--- src/common/ehbp_defines.svh ---
// Address map, reset values and timing counts of the host bus port
`ifndef EHBP_DEFINES_SVH
`define EHBP_DEFINES_SVH

`define EHBP_ADDR_PKT_ERR 8'h39
`define EHBP_ADDR_EP4_PLD 8'h6C
`define EHBP_ADDR_EP5_PLD 8'h6D
`define EHBP_ADDR_EP4_RXC 8'h74
`define EHBP_ADDR_EP5_RXC 8'h75
`define EHBP_ADDR_FIFO_CLR 8'h4E
`define EHBP_ADDR_FIFO 8'h40

`define EHBP_EP4_BITS 2
`define EHBP_EP5_BITS 1
`define EHBP_RESET_BYTE 8'h00

`define EHBP_ERR_PID 0
`define EHBP_ERR_STUFF 1
`define EHBP_ERR_DCRC 2
`define EHBP_ERR_ACRC 3

`define EHBP_CLK_NS 50
`define EHBP_REREQ_NS 63
`define EHBP_REREQ_CYC (((`EHBP_REREQ_NS / `EHBP_CLK_NS) < 1) ? 1 : \
    (`EHBP_REREQ_NS / `EHBP_CLK_NS))

`endif

--- src/common/ehbp_pkg.sv ---
// Types shared by the host bus port
`default_nettype none
package ehbp_pkg;

    // Error events of one received packet
    typedef struct packed {
        logic addr_crc;
        logic data_crc;
        logic bit_stuff;
        logic pid;
    } ehbp_err_t;

    // Static DMA configuration
    typedef struct packed {
        logic enable;
        logic single_addr;
        logic demand;
        logic [7:0] interval;
    } ehbp_dma_cfg_t;

    // DMA request sequencer states
    typedef enum logic [2:0] {
        EHBP_DMA_IDLE = 3'b001,
        EHBP_DMA_REQ = 3'b010,
        EHBP_DMA_GAP = 3'b100
    } ehbp_dma_st_t;

endpackage
`default_nettype wire

--- src/hdl/ehbp_rst_sync.sv ---
// Two-stage release synchroniser for the active-low reset
`default_nettype none
module ehbp_rst_sync (
    input wire logic clk_in,
    input wire logic nrst_in,
    output logic nrst_out
);
    logic meta_ff;
    logic hold_ff;

    // Assert at once, release after two edges
    always_ff @(posedge clk_in or negedge nrst_in) begin
        if (!nrst_in) begin
            meta_ff <= 1'b0;
            hold_ff <= 1'b0;
        end else begin
            meta_ff <= 1'b1;
            hold_ff <= meta_ff;
        end
    end

    assign nrst_out = hold_ff;
endmodule
`default_nettype wire

--- src/hdl/ehbp_port.sv ---
// Host bus port: payload and count MSB registers, packet errors, DMA pacing
//
// Function
// - Endpoint four and five payload MSB registers are read/write with 2 and 1 live bits.
// - Receive count MSB registers are read-only with 2 and 1 live bits, upper bits zero.
// - Packet error flags for PID, bit stuff, data CRC and address CRC set on detection.
// - All packet error flags clear when the next start of packet arrives, except a flag whose error is detected in that same cycle.
// - The format select input picks separate or multiplexed address and data lines.
// - Single-address DMA ignores chip select and address, using acknowledge and strobe.
// - The request interval setting lengthens the re-request delay.
// - Dual-address DMA ignores acknowledge and uses chip select with the FIFO address.
// - Demand DMA holds the request across transfers until the FIFO has no more data.
`include "ehbp_defines.svh"
`default_nettype none
module ehbp_port (
    input wire logic clk_in,
    input wire logic nrst_in,
    input wire logic usb_reset_in,
    input wire logic bus_format_select_in,
    input wire logic cs_n_in,
    input wire logic rd_n_in,
    input wire logic wr_n_in,
    input wire logic [7:0] addr_in,
    input wire logic [7:0] dq_in,
    output logic [7:0] dq_out,
    output logic dq_oe_out,
    input wire ehbp_pkg::ehbp_err_t pkt_err_in,
    input wire logic sop_in,
    input wire logic ep4_rx_load_in,
    input wire logic [1:0] ep4_rx_count_in,
    input wire logic ep5_rx_load_in,
    input wire logic ep5_rx_count_in,
    output logic [1:0] ep4_payload_size_high_out,
    output logic ep5_payload_size_high_out,
    input wire logic [7:0] fifo_rdata_in,
    input wire logic fifo_has_data_in,
    output logic fifo_rd_step_out,
    output logic fifo_wr_step_out,
    output logic [7:0] fifo_wdata_out,
    output logic fifo_clear_out,
    input wire ehbp_pkg::ehbp_dma_cfg_t dma_cfg_in,
    input wire logic dma_acknowledge_n_in,
    output logic dma_request_out
);
    localparam int CNT_W = 9;
    localparam logic [CNT_W-1:0] REREQ_CYC = CNT_W'(`EHBP_REREQ_CYC);

    // Refuse widths and delays that the registers and the gap counter cannot hold
    if (`EHBP_EP4_BITS != 2 || `EHBP_EP5_BITS != 1 || `EHBP_REREQ_CYC < 1
        || `EHBP_REREQ_CYC > 256) begin : g_bad_cfg
        $error("ehbp_port: unsupported register width or delay");
    end

    logic rst_n;
    ehbp_rst_sync u_rst (
        .clk_in(clk_in),
        .nrst_in(nrst_in),
        .nrst_out(rst_n)
    );

    // Registers
    logic [1:0] pld4_ff;
    logic pld5_ff;
    logic [1:0] rxc4_ff;
    logic rxc5_ff;
    ehbp_pkg::ehbp_err_t err_ff;
    logic cs_prev_ff;
    logic [7:0] addr_lat_ff;
    logic acc_ff;
    logic acc_wr_ff;
    logic acc_dma_ff;
    logic [7:0] acc_addr_ff;
    logic [7:0] wdata_ff;
    logic [7:0] rdata_ff;
    ehbp_pkg::ehbp_dma_st_t dma_st_ff;
    ehbp_pkg::ehbp_dma_st_t nxt_dma_st;
    logic [CNT_W-1:0] gap_cnt_ff;
    logic [CNT_W-1:0] nxt_gap_cnt;

    // Access decode
    wire rd_act = !rd_n_in;
    wire wr_act = !wr_n_in;
    wire cs_act = !cs_n_in;
    wire cs_start = cs_act && !cs_prev_ff;
    wire dma_single_sel = dma_cfg_in.enable && dma_cfg_in.single_addr
        && !dma_acknowledge_n_in;
    wire sel = dma_single_sel || cs_act;
    wire acc_on = sel && (rd_act || wr_act);
    wire [7:0] mux_addr = cs_start ? dq_in : addr_lat_ff;
    wire [7:0] pin_addr = bus_format_select_in ? mux_addr : addr_in;
    wire [7:0] eff_addr = dma_single_sel ? `EHBP_ADDR_FIFO : pin_addr;
    wire is_fifo = (eff_addr == `EHBP_ADDR_FIFO);
    wire dual_dma = dma_cfg_in.enable && !dma_cfg_in.single_addr && cs_act
        && is_fifo;
    wire done = acc_ff && !acc_on;
    wire done_fifo = done && (acc_addr_ff == `EHBP_ADDR_FIFO);
    wire dma_done = done && acc_dma_ff;
    wire wr_commit = done && acc_wr_ff;
    wire more_data = dma_cfg_in.enable && fifo_has_data_in;

    // Read data selection
    logic [7:0] rd_mux;
    always_comb begin
        case (eff_addr)
            `EHBP_ADDR_PKT_ERR: rd_mux = {4'h0, err_ff};
            `EHBP_ADDR_EP4_PLD: rd_mux = {6'h00, pld4_ff};
            `EHBP_ADDR_EP5_PLD: rd_mux = {7'h00, pld5_ff};
            `EHBP_ADDR_EP4_RXC: rd_mux = {6'h00, rxc4_ff};
            `EHBP_ADDR_EP5_RXC: rd_mux = {7'h00, rxc5_ff};
            `EHBP_ADDR_FIFO: rd_mux = fifo_rdata_in;
            default: rd_mux = `EHBP_RESET_BYTE;
        endcase
    end

    // Bus access tracking and multiplexed address latch
    always_ff @(posedge clk_in or negedge rst_n) begin
        if (!rst_n) begin
            cs_prev_ff <= 1'b0;
            addr_lat_ff <= 8'h00;
            acc_ff <= 1'b0;
            acc_wr_ff <= 1'b0;
            acc_dma_ff <= 1'b0;
            acc_addr_ff <= 8'h00;
            wdata_ff <= 8'h00;
            rdata_ff <= 8'h00;
        end else begin
            cs_prev_ff <= cs_act;
            if (bus_format_select_in && cs_start) begin
                addr_lat_ff <= dq_in;
            end
            acc_ff <= acc_on;
            if (acc_on) begin
                acc_wr_ff <= wr_act;
                acc_dma_ff <= dma_single_sel || dual_dma;
                acc_addr_ff <= eff_addr;
                wdata_ff <= dq_in;
                rdata_ff <= rd_mux;
            end
        end
    end

    // Software and status registers
    always_ff @(posedge clk_in or negedge rst_n) begin
        if (!rst_n) begin
            pld4_ff <= 2'h0;
            pld5_ff <= 1'b0;
            rxc4_ff <= 2'h0;
            rxc5_ff <= 1'b0;
        end else if (usb_reset_in) begin
            pld4_ff <= 2'h0;
            pld5_ff <= 1'b0;
            rxc4_ff <= 2'h0;
            rxc5_ff <= 1'b0;
        end else begin
            if (wr_commit && acc_addr_ff == `EHBP_ADDR_EP4_PLD) begin
                pld4_ff <= wdata_ff[1:0];
            end
            if (wr_commit && acc_addr_ff == `EHBP_ADDR_EP5_PLD) begin
                pld5_ff <= wdata_ff[0];
            end
            if (ep4_rx_load_in) begin
                rxc4_ff <= ep4_rx_count_in;
            end
            if (ep5_rx_load_in) begin
                rxc5_ff <= ep5_rx_count_in;
            end
        end
    end

    // Error flags: a new error wins over the start-of-packet clear
    always_ff @(posedge clk_in or negedge rst_n) begin
        if (!rst_n) begin
            err_ff <= '0;
        end else if (usb_reset_in) begin
            err_ff <= '0;
        end else begin
            err_ff <= (sop_in ? '0 : err_ff) | pkt_err_in;
        end
    end

    // DMA request sequencer
    always_comb begin
        nxt_dma_st = dma_st_ff;
        nxt_gap_cnt = gap_cnt_ff;
        case (dma_st_ff)
            ehbp_pkg::EHBP_DMA_IDLE: begin
                if (more_data) begin
                    nxt_dma_st = ehbp_pkg::EHBP_DMA_REQ;
                end
            end
            ehbp_pkg::EHBP_DMA_REQ: begin
                if (dma_done && !dma_cfg_in.demand) begin
                    nxt_dma_st = ehbp_pkg::EHBP_DMA_GAP;
                    nxt_gap_cnt = REREQ_CYC + {1'b0, dma_cfg_in.interval} - 9'h001;
                end else if (!more_data) begin
                    nxt_dma_st = ehbp_pkg::EHBP_DMA_IDLE;
                end
            end
            ehbp_pkg::EHBP_DMA_GAP: begin
                if (gap_cnt_ff == 9'h000) begin
                    nxt_dma_st = more_data ? ehbp_pkg::EHBP_DMA_REQ
                        : ehbp_pkg::EHBP_DMA_IDLE;
                end else begin
                    nxt_gap_cnt = gap_cnt_ff - 9'h001;
                end
            end
            default: nxt_dma_st = ehbp_pkg::EHBP_DMA_IDLE;
        endcase
    end

    always_ff @(posedge clk_in or negedge rst_n) begin
        if (!rst_n) begin
            dma_st_ff <= ehbp_pkg::EHBP_DMA_IDLE;
            gap_cnt_ff <= 9'h000;
        end else begin
            dma_st_ff <= nxt_dma_st;
            gap_cnt_ff <= nxt_gap_cnt;
        end
    end

    // Outputs
    assign dq_out = rdata_ff;
    assign dq_oe_out = acc_on && rd_act;
    assign ep4_payload_size_high_out = pld4_ff;
    assign ep5_payload_size_high_out = pld5_ff;
    assign fifo_rd_step_out = done_fifo && !acc_wr_ff;
    assign fifo_wr_step_out = done_fifo && acc_wr_ff;
    assign fifo_wdata_out = wdata_ff;
    assign fifo_clear_out = wr_commit && (acc_addr_ff == `EHBP_ADDR_FIFO_CLR);
    assign dma_request_out = (dma_st_ff == ehbp_pkg::EHBP_DMA_REQ);
endmodule
`default_nettype wire

--- config.mk ---
export PLATFORM = sky130hd
export DESIGN_NAME = ehbp_port
export DESIGN_NICKNAME = d
export VERILOG_FILES = /design/src/common/ehbp_pkg.sv /design/src/hdl/ehbp_rst_sync.sv /design/src/hdl/ehbp_port.sv
export VERILOG_INCLUDE_DIRS = /design/src /design/src/common
export SDC_FILE = /design/constraint.sdc
export NUM_CORES = 1
export LEC_CHECK = 0
export ABC_AREA = 0
export BUFFER_PORTS_ARGS = -buffer_cell sky130_fd_sc_hd__clkbuf_2
export CORE_AREA = 4 4 77 79
export CTS_BUF_LIST = sky130_fd_sc_hd__clkbuf_8
export CTS_CLUSTER_DIAMETER = 30
export DETAILED_ROUTE_END_ITERATION = 8
export DIE_AREA = 0 0 81 83
export GPL_TIMING_DRIVEN = 0
export PLACE_DENSITY = 0.95
export SLEW_MARGIN = 20
export SYNTH_ARGS = -nofsm -noshare
export SYNTH_HDL_FRONTEND = slang
export SYNTH_SLANG_ARGS = --single-unit
--- constraint.sdc ---
create_clock -name clk_in -period 4.6 [get_ports clk_in]
set_clock_uncertainty 0.15 [all_clocks]
set_input_delay 1.15 -clock clk_in [delete_from_list [all_inputs] [get_ports clk_in]]
set_output_delay 1.15 -clock clk_in [all_outputs]
set_load 0.02 [all_outputs]
==> results of run 1 <==
==> per-stage QoR <==
step	hold slack (ps)	util (%)	instances	worst slack (ps)	cell area, um2
global placement	190	65.5	481	193	3500
finish	45.0	69.6	499	223	3710
CTS	57.7	69.5	498	142	3710
global route	69.1	69.6	499	34.0	3710
floorplan	181	-	335	422	3040
detailed placement	51.1	65.9	482	149	3520
==> critical path, delay by kind of cell <==
kind	cells	cell delay (ps)
AOI/OAI and AO/OA	1	160
buffers and inverters	4	700
and+or+nand+nor	4	1050
==> Yosys cell counts, types with 2 or more instances <==
cell	instances
sky130_fd_sc_hd__a211oi_1	3
sky130_fd_sc_hd__a21oi_1	18
sky130_fd_sc_hd__a221oi_1	5
sky130_fd_sc_hd__a221oi_2	2
sky130_fd_sc_hd__a22o_1	2
sky130_fd_sc_hd__a31oi_1	5
sky130_fd_sc_hd__a32oi_1	2
sky130_fd_sc_hd__a41oi_1	2
sky130_fd_sc_hd__buf_2	3
sky130_fd_sc_hd__buf_4	2
sky130_fd_sc_hd__clkbuf_1	9
sky130_fd_sc_hd__dfrtp_1	59
sky130_fd_sc_hd__inv_1	19
sky130_fd_sc_hd__mux2i_1	6
sky130_fd_sc_hd__nand2_1	71
sky130_fd_sc_hd__nand2b_1	2
sky130_fd_sc_hd__nand3_1	5
sky130_fd_sc_hd__nor2_1	36
sky130_fd_sc_hd__nor2b_1	3
sky130_fd_sc_hd__nor3_1	7
sky130_fd_sc_hd__nor4_1	3
sky130_fd_sc_hd__o211a_1	4
sky130_fd_sc_hd__o21ai_0	18
sky130_fd_sc_hd__o221a_2	2
sky130_fd_sc_hd__o22ai_1	3
sky130_fd_sc_hd__o31ai_1	7
sky130_fd_sc_hd__o32ai_1	2
sky130_fd_sc_hd__or3_1	4
sky130_fd_sc_hd__or3b_1	2
sky130_fd_sc_hd__or4_4	2
sky130_fd_sc_hd__or4bb_1	2
==> sequential cells by signal (all words and copies together), names as in the netlist <==
name / count
gap_cnt_ff: 9
acc_addr_ff: 8
addr_lat_ff: 8
dq_out: 8
fifo_wdata_out: 8
err_ff: 4
dma_st_ff: 3
ep4_payload_size_high_out: 2
rxc4_ff: 2
acc_dma_ff: 1
acc_ff: 1
acc_wr_ff: 1
cs_prev_ff: 1
ep5_payload_size_high_out: 1
rxc5_ff: 1
u_rst.meta_ff: 1
u_rst.nrst_out: 1
==> power groups by stage <==
stage / clock network (mW) / logic [mW] / registers (mW)
after floorplan: 0 / 0.136 / 0.647
after global placement: 0 / 0.218 / 0.636
after detailed placement: 0 / 0.237 / 0.634
after CTS: 0.446 / 0.239 / 0.625
after global routing: 0.472 / 0.270 / 0.633
final: 0.444 / 0.240 / 0.625
==> path summary, 6_finish.rpt <==
path	from	to	slack [ps]	cells past startpoint
setup / recovery	cs_n_in	fifo_wr_step_out	220	9
hold / removal	u_rst.nrst_out$_DFF_PN0_	dq_out[5]$_DFFE_PN0P_	50	0
setup reg to reg	gap_cnt_ff[0]$_DFFE_PN0P_	gap_cnt_ff[7]$_DFFE_PN0P_	1780	9
hold reg to reg	u_rst.nrst_out$_DFF_PN0_	dq_out[5]$_DFFE_PN0P_	50	0
max in group asynchronous	u_rst.nrst_out$_DFF_PN0_	dma_st_ff[0]$_DFFE_PN1P_	3700	1
min in group clk_in	u_rst.meta_ff$_DFF_PN0_	u_rst.nrst_out$_DFF_PN0_	220	0
==> metal layers <==
metal / routed length, um / global-route usage (%)
met3: 557 / 6.72
met4: 127 / 8.76
met5: 0 / 0
met1: 3120 / 30.6
met2: 4020 / 42.0
==> kinds of logic after synthesis <==
kind of cell / after synthesis / share of synthesized area [%]
XOR/XNOR: 1 / 0.289
other: 1 / 0.124
adder cells (fa/ha/maj): 1 / 0.412
buffers and inverters: 35 / 4.95
AND/OR/NAND/NOR: 147 / 23.3
multiplexers: 6 / 1.98
AO/OA/AOI/OAI: 84 / 19.5
flip-flops: 60 / 49.5
==> cell type report <==
| type | instances | area [um2] |
|---|---|---|
| buffer | 15 | 75.1 |
| clock buffer | 12 | 165 |
| multi-input combinational | 240 | 1380 |
| clock inverter | 4 | 22.5 |
| inverter | 20 | 75.1 |
| sequential | 60 | 1510 |
| fill | 439 | 1620 |
| tap | 72 | 90.1 |
| timing repair buffer | 76 | 398 |
==> results, run 1 <==
- The clock tree from TritonCTS is done.
- The area growth from synthesis to layout is 22.4%.
- Entering global routing, the biggest net connects 43 pins.
- For the pin with the worst max-slew slack, the measured transition is 700 ps.
- The x dimension of the die is 81 um.
- The I/O pin count is 78.
- The slowest stage of the critical path belongs to the cell sky130_fd_sc_hd__or4_1.
- The CTS H-tree depth is 3.
- The part of the power in the clock network is 33.9%.
- In this run the remaining antenna-violating nets after routing total 0.
- The reported leakage power is 1.86 nW.
- Summing over every cut layer, the via total after detailed routing is 2898.
- After routing, the total negative slack on setup checks comes to 0 ps.
- Synthesis produced a netlist with a net count of 390.
- The min-delay analysis places its worst path in the category flop to asynchronous set/reset pin.
- The height of the die is 83 um.
- Of the synthesized area, sequential elements account for 49.5%.
- At the worst endpoint, the required time is 3300 ps.
- The proportion of synthesized flip-flops having asynchronous set or reset is 100%.
- Yosys mapped a number of flops with a built-in enable equal to 0.
- The worst-path maximum fanout is 10.
- In the final routed layout, each cell accounts on average for 15.7 um.
- Headroom to the max-slew limit came out at 52.7%.
- Among all flip-flop cells after synthesis, the most frequent one is sky130_fd_sc_hd__dfrtp_1.
- The share of final-layout standard cells stronger than drive strength 1 is 26.7%.
- Setup violations remaining at the end of the flow were counted as 0.
- The number of max-slew violations in the final report is 0.
- The CTS sink count is 60.
- The count of max-cap constraint violations is 0.
- Leaving out fill and tap cells, the most frequent cell in the layout is sky130_fd_sc_hd__clkbuf_2.
- The floorplan die area is 0.00672 mm2.
- The power density of the placed cells is 352 mW/mm2.
- The maximum buffer depth of the clock tree is 2.
- After synthesis, the largest area contributor takes up 48.6% of total cell area.
- The run finished with clean final reports.
- Clock latency on the worst-skew pair, taken at its later pin, is 340 ps.
- Total power for the finished layout comes to 1.31 mW.
- The net load switching power is 0.394 mW.
- The total number of yosys warnings is 0.
- In this run the cell area of the synthesized design comes to 0.00304 mm2.
- Sequential cells account for 47.8% of the total power.
- The number of distinct standard cells referenced by the synthesized netlist is 56.
- The average size of a mapped cell is 9.06 um2.
- The region available for standard cell placement spans 0.00534 mm2.
- The post-detailed-route DRC marker count is 0.
- Traced cell by cell, the critical path runs through buf_6 > buf_2 > a22o_1 > buf_2 > nand4_1 > or3_1 > or4_1 > nor2_1 > clkbuf_2.
- Setup repair after global routing left no endpoint under its margin.
- The number of port buffers is 74.
- The critical path class is primary input to output port.
- The number of buffers inserted by hold repair at cts is 0.
- The biggest area contributor in the post-synthesis netlist is sky130_fd_sc_hd__dfrtp_1.
- The arrival time at the worst endpoint is 3080 ps.
- CTS placed an instance of sky130_fd_sc_hd__clkbuf_8 at the clock tree root.
- The first-pass GRT wire length is 13100 um.
- For this run the aggregate overflow at the end of global routing stands at 0.
- The register bit count reported by yosys is 60.
- The number of antenna violations at the first check in global routing came to 0.
- Dividing the detail-routed via count by the number of cells gives 5.81.
- The internal portion of total power is 0.914 mW.
- By instance count, the cell type seen most on the critical path is sky130_fd_sc_hd__buf_2.
- The effective utilization at floorplan is 56.9%.
- The diode insertion count for antenna repair is 0.
- The number of failing hold endpoints at the final stage came to 0.
- After clock tree synthesis, the clock-pin slew on the worst setup and hold paths is 70 ps.
- The critical path endpoint category is an output port.
- In the finished design, the share of the clock period the worst path needs comes to 95.1%.
- The worst supply voltage drop on vdd is 0.000307 V.
- The gate count of the mapped netlist is 335.
- The final layout net count is 477.
- The first detailed-routing pass took 5 iterations.
- The number of clock buffers inserted by TritonCTS is 9.
- The final weighted congestion in routability-driven placement is 0.832.
- The fraction of power spent switching nets is 30.1%.
- In the layout the commonest cells are 74 x sky130_fd_sc_hd__clkbuf_2, 71 x sky130_fd_sc_hd__nand2_1, 58 x sky130_fd_sc_hd__dfrtp_1.
- After detailed routing, the total wire length is 7820 um.
- The number of global-route vias before repair came to 2861.
- The number of post-CTS setup repair buffers is 0.
- The first routing iteration left 187 violations.
- Post-CTS repair changed the size of 0 cells.
- STA classifies the critical path startpoint as a primary input.
- The final HPWL from detailed placement is 5850 um.
- Derived from the worst setup path, the maximum achievable clock frequency is 228 MHz.
- The combinational group share of total power is 18.3%.
- By area the synthesized netlist is led by sky130_fd_sc_hd__dfrtp_1 49%, sky130_fd_sc_hd__nand2_1 8.8%, sky130_fd_sc_hd__nor2_1 4.5%.
- The floorplan has 27 rows.
- The worst stage delay on the critical path is 430 ps.
- Global routing consumed, over all layers together, 25.0% of the routing resources.
- For the finished layout, the period the worst path requires is 4380 ps.
Note: power is estimated with default switching activity, not from simulation.
==> run 2: changes to the inputs <==
Settings changed: REMOVE_ABC_BUFFERS from default to 1.
==> run 2 against run 1 <==
  * Hold slack better by 160 ps
  * Core utilization is 1.5 points lower
  * Wire length is 6.2% lower
  * Sequential share of layout area is 0.86 points higher
  * Non-clock buffer count is 14 lower
  * Count of clock-buffer cells in the layout stayed put
  * Setup slack worse by 15 ps
  * Power is 1.7% lower
  * Final area is 2.1% lower
  * Sequential power is 1% higher
  * Via count is 4.5% lower
  * Critical endpoint is now fifo_rd_step_out
==> results, run 2 (same netlist as run 1, synthesis figures left out) <==
- The row count is 27 (unchanged).
- The worst supply voltage drop on vdd is 0.000298 V (was 0.000307 V).
- The number of failing hold endpoints at the final stage is 0 (unchanged).
- The clock tree from TritonCTS is done (unchanged).
- The ratio of routed vias to standard cells is 5.71 (was 5.81).
- The final layout net count is 464 (was 477).
- The number of global-route vias before repair is 2642 (was 2861).
- Ordered cell list for the critical path: clkbuf_2 > nand3b_1 > a22o_4 > nand4_1 > or3_1 > or4_1 > nor2_1 > clkbuf_2 (was buf_6 > buf_2 > a22o_1 > buf_2 > nand4_1 > or3_1 > or4_1 > nor2_1 > clkbuf_2).
- The total number of vias is 2769 (was 2898).
- The floorplan die area is 0.00672 mm2 (unchanged).
- The height of the die is 83 um (unchanged).
- The time the final worst path needs with I/O delays and setup was 4390 ps (was 4380 ps).
- The final HPWL from detailed placement is 5140 um (was 5850 um).
- The x dimension of the die came to 81 um (unchanged).
- The final period utilization is 95.5% (was 95.1%).
- The final weighted congestion in routability-driven placement is 0.889 (was 0.832).
- The violation count after the first detailed-routing iteration came to 188 (was 187).
- The first-pass GRT wire length was 12400 um (was 13100 um).
- The required arrival time at the worst endpoint came to 3300 ps (about the same).
- The maximum buffer depth of the clock tree came to 2 (unchanged).
- The worst relative slew slack is 49.6% (was 52.7%).
- The critical path endpoint category is an output port (unchanged).
- The startpoint class of the critical path is a primary input (unchanged).
- The cell repeated most along the worst path is sky130_fd_sc_hd__clkbuf_2 (was sky130_fd_sc_hd__buf_2).
- The number of flip-flops under the largest register name is 9 (unchanged).
- The CTS sink count was 60 (unchanged).
- The critical path class is primary input to output port (unchanged).
- The count of max-cap constraint violations is 0 (unchanged).
- The arrival time at the worst endpoint is 3090 ps (was 3080 ps).
- The global routing met3 resource utilization is 6.51% (was 6.72%).
- The utilization after layout is 68.1% (was 69.6%).
- Top library cells by usage in the layout, fill and taps aside: 77 x sky130_fd_sc_hd__clkbuf_2, 71 x sky130_fd_sc_hd__nand2_1, 58 x sky130_fd_sc_hd__dfrtp_1 (was 74 x sky130_fd_sc_hd__clkbuf_2, 71 x sky130_fd_sc_hd__nand2_1, 58 x sky130_fd_sc_hd__dfrtp_1).
- The detailed-routing iteration count for the pre-antenna-repair pass is 5 (unchanged).
- The pin slew with the least headroom to its limit is 748 ps (was 700 ps).
- The all-layer global routing usage was 23.4% (was 25.0%).
- The remaining global-route overflow came to 0 (unchanged).
- The combined buffer and inverter count along the critical path is 2 (was 4).
- The most common cell after layout, fill and taps aside is sky130_fd_sc_hd__clkbuf_2 (unchanged).
- The area of combinational cells with multiple inputs came to 0.00140 mm2 (was 0.00138 mm2).
- The placeable core area is 0.00534 mm2 (unchanged).
- The reported leakage power is 1.83 nW (was 1.86 nW).
- The worst-case setup margin in the final layout came to 208 ps (was 223 ps).
- The effective utilization at floorplan is 56.9% (unchanged).
- The share of final-layout standard cells stronger than drive strength 1 is 26.4% (was 26.7%).
- The clock-pin slew on the worst setup and hold paths is 70 ps (about the same).
- The slowest cell on the critical path is sky130_fd_sc_hd__or4_1 (unchanged).
- The power density of the placed cells was 354 mW/mm2 (was 352 mW/mm2).
- The largest net degree at the start of global routing was 59 (was 43).
- The final-layout fill cell count was 442 (was 439).
- The largest register by flop count is gap_cnt_ff (unchanged).
- The critical path depth is 8 (was 9).
- The worst-path maximum fanout is 18 (was 10).
- The diode insertion count for antenna repair is 0 (unchanged).
- The length in cells of the worst reg-to-reg path is 8 (was 9).
- The latest clock arrival within the worst-skew pair was 340 ps (about the same).
- The CTS H-tree depth is 3 (unchanged).
- The number of max-slew violations in the final report is 0 (unchanged).
- The layer carrying the most global-route usage is met2 (unchanged).
- The clock root buffer master is sky130_fd_sc_hd__clkbuf_8 (unchanged).
- The I/O pin count is 78 (unchanged).
- The post-detailed-route count of antenna-violating nets came to 0 (unchanged).
- The cell depth of the worst hold path is 0.
- The placement-stage worst setup slack came to -189 ps (was 149 ps).
- The worst stage delay on the critical path is 440 ps (was 430 ps).
- The sequential cell area in the final layout is 0.00151 mm2 (unchanged).
- The achievable frequency is 228 MHz (about the same).
- The fraction of met1 tracks used by global routing came to 31.3% (was 30.6%).
- The cell type group with the largest total delay on the critical path is simple AND/OR/NAND/NOR gates (unchanged).
- The layout overhead on the synthesized area is 19.8% (was 22.4%).
- The number of port buffers is 77 (was 74).
- The final wirelength is 7340 um (was 7820 um).
- The final-report setup violation count was 0 (unchanged).
- The path class of the lowest-slack min-delay path is flop to flop (was flop to asynchronous set/reset pin).
- Unrepaired setup endpoints after global routing: no (unchanged).
- The worst hold slack after final layout is 208 ps (was 45.0 ps).
- The routed length per placed instance is 15.1 um (was 15.7 um).
- The number of clock buffers inserted by TritonCTS is 9 (unchanged).
- The number of antenna violations at the first check in global routing is 0 (unchanged).
- The post-detailed-route DRC marker count came to 0 (unchanged).
- The met2 demand-to-capacity share in global routing came to 37.1% (was 42.0%).
- Outcome: complete, no violations (unchanged).
==> run 2: report_power, final <==
group / total (mW) / internal, mW / leakage, nW / switching [mW]
Sequential: 0.631 / 0.584 / 0.759 / 0.0466
Combinational: 0.226 / 0.0898 / 0.967 / 0.137
Clock: 0.429 / 0.233 / 0.0994 / 0.196
==> run 2: worst paths after layout <==
| path | slack (ps) | endpoint | startpoint |
|---|---|---|---|
| max | 210 | fifo_rd_step_out | dma_cfg_in[10] |
| min | 210 | u_rst.nrst_out$_DFF_PN0_ | u_rst.meta_ff$_DFF_PN0_ |
| max reg2reg | 1740 | gap_cnt_ff[0]$_DFFE_PN0P_ | gap_cnt_ff[0]$_DFFE_PN0P_ |
| min reg2reg | 210 | u_rst.nrst_out$_DFF_PN0_ | u_rst.meta_ff$_DFF_PN0_ |
| max in group asynchronous | 3560 | addr_lat_ff[4]$_DFFE_PN0P_ | u_rst.nrst_out$_DFF_PN0_ |
| min in group asynchronous | 250 | gap_cnt_ff[4]$_DFFE_PN0P_ | u_rst.nrst_out$_DFF_PN0_ |
==> run 2: final cells by class <==
type                    count  share of cell area, %
inverters                  20                   2.06
repair buffers             77                   10.6
flip-flops and latches     60                   41.4
multi-input cells         241                   38.5
clock inverters             3                  0.378
clock buffers              12                   4.54
well taps                  72                   2.48
==> run 2: what timing repair did <==
item	in CTS	in global routing
hold buffers	0	0
gates resized for setup	1	0
endpoints found under the setup margin	2	2
setup buffers	0	0
pin swaps	0	1
gates cloned	0	1
==> run 2: worst register-to-register path, cell delays in order (launching register included) <==
cell and delay, ps:
sky130_fd_sc_hd__dfrtp_1 370, sky130_fd_sc_hd__inv_1 120, sky130_fd_sc_hd__ha_1 240, sky130_fd_sc_hd__nand2b_4 80
sky130_fd_sc_hd__or4_4 450, sky130_fd_sc_hd__o41ai_1 590, sky130_fd_sc_hd__o31a_2 460, sky130_fd_sc_hd__a211oi_1 100
sky130_fd_sc_hd__a211oi_1 200
==> run 2: metal layers <==
metal	up-vias	wire length, um
li1	1338	-
met1	1321	3110
met2	93	3580
met3	17	503
met4	0	143
met5	-	0
==> run 2: stage by stage <==
step	TNS, ps	power, mW	instances	area (um2)
finish	0	1.29	485	3640
global route	0	1.36	485	3640
CTS	0	1.29	484	3630
detailed placement	-369	0.861	469	3440
global placement	-1550	0.849	469	3440
floorplan	-27.9	0.774	320	2960
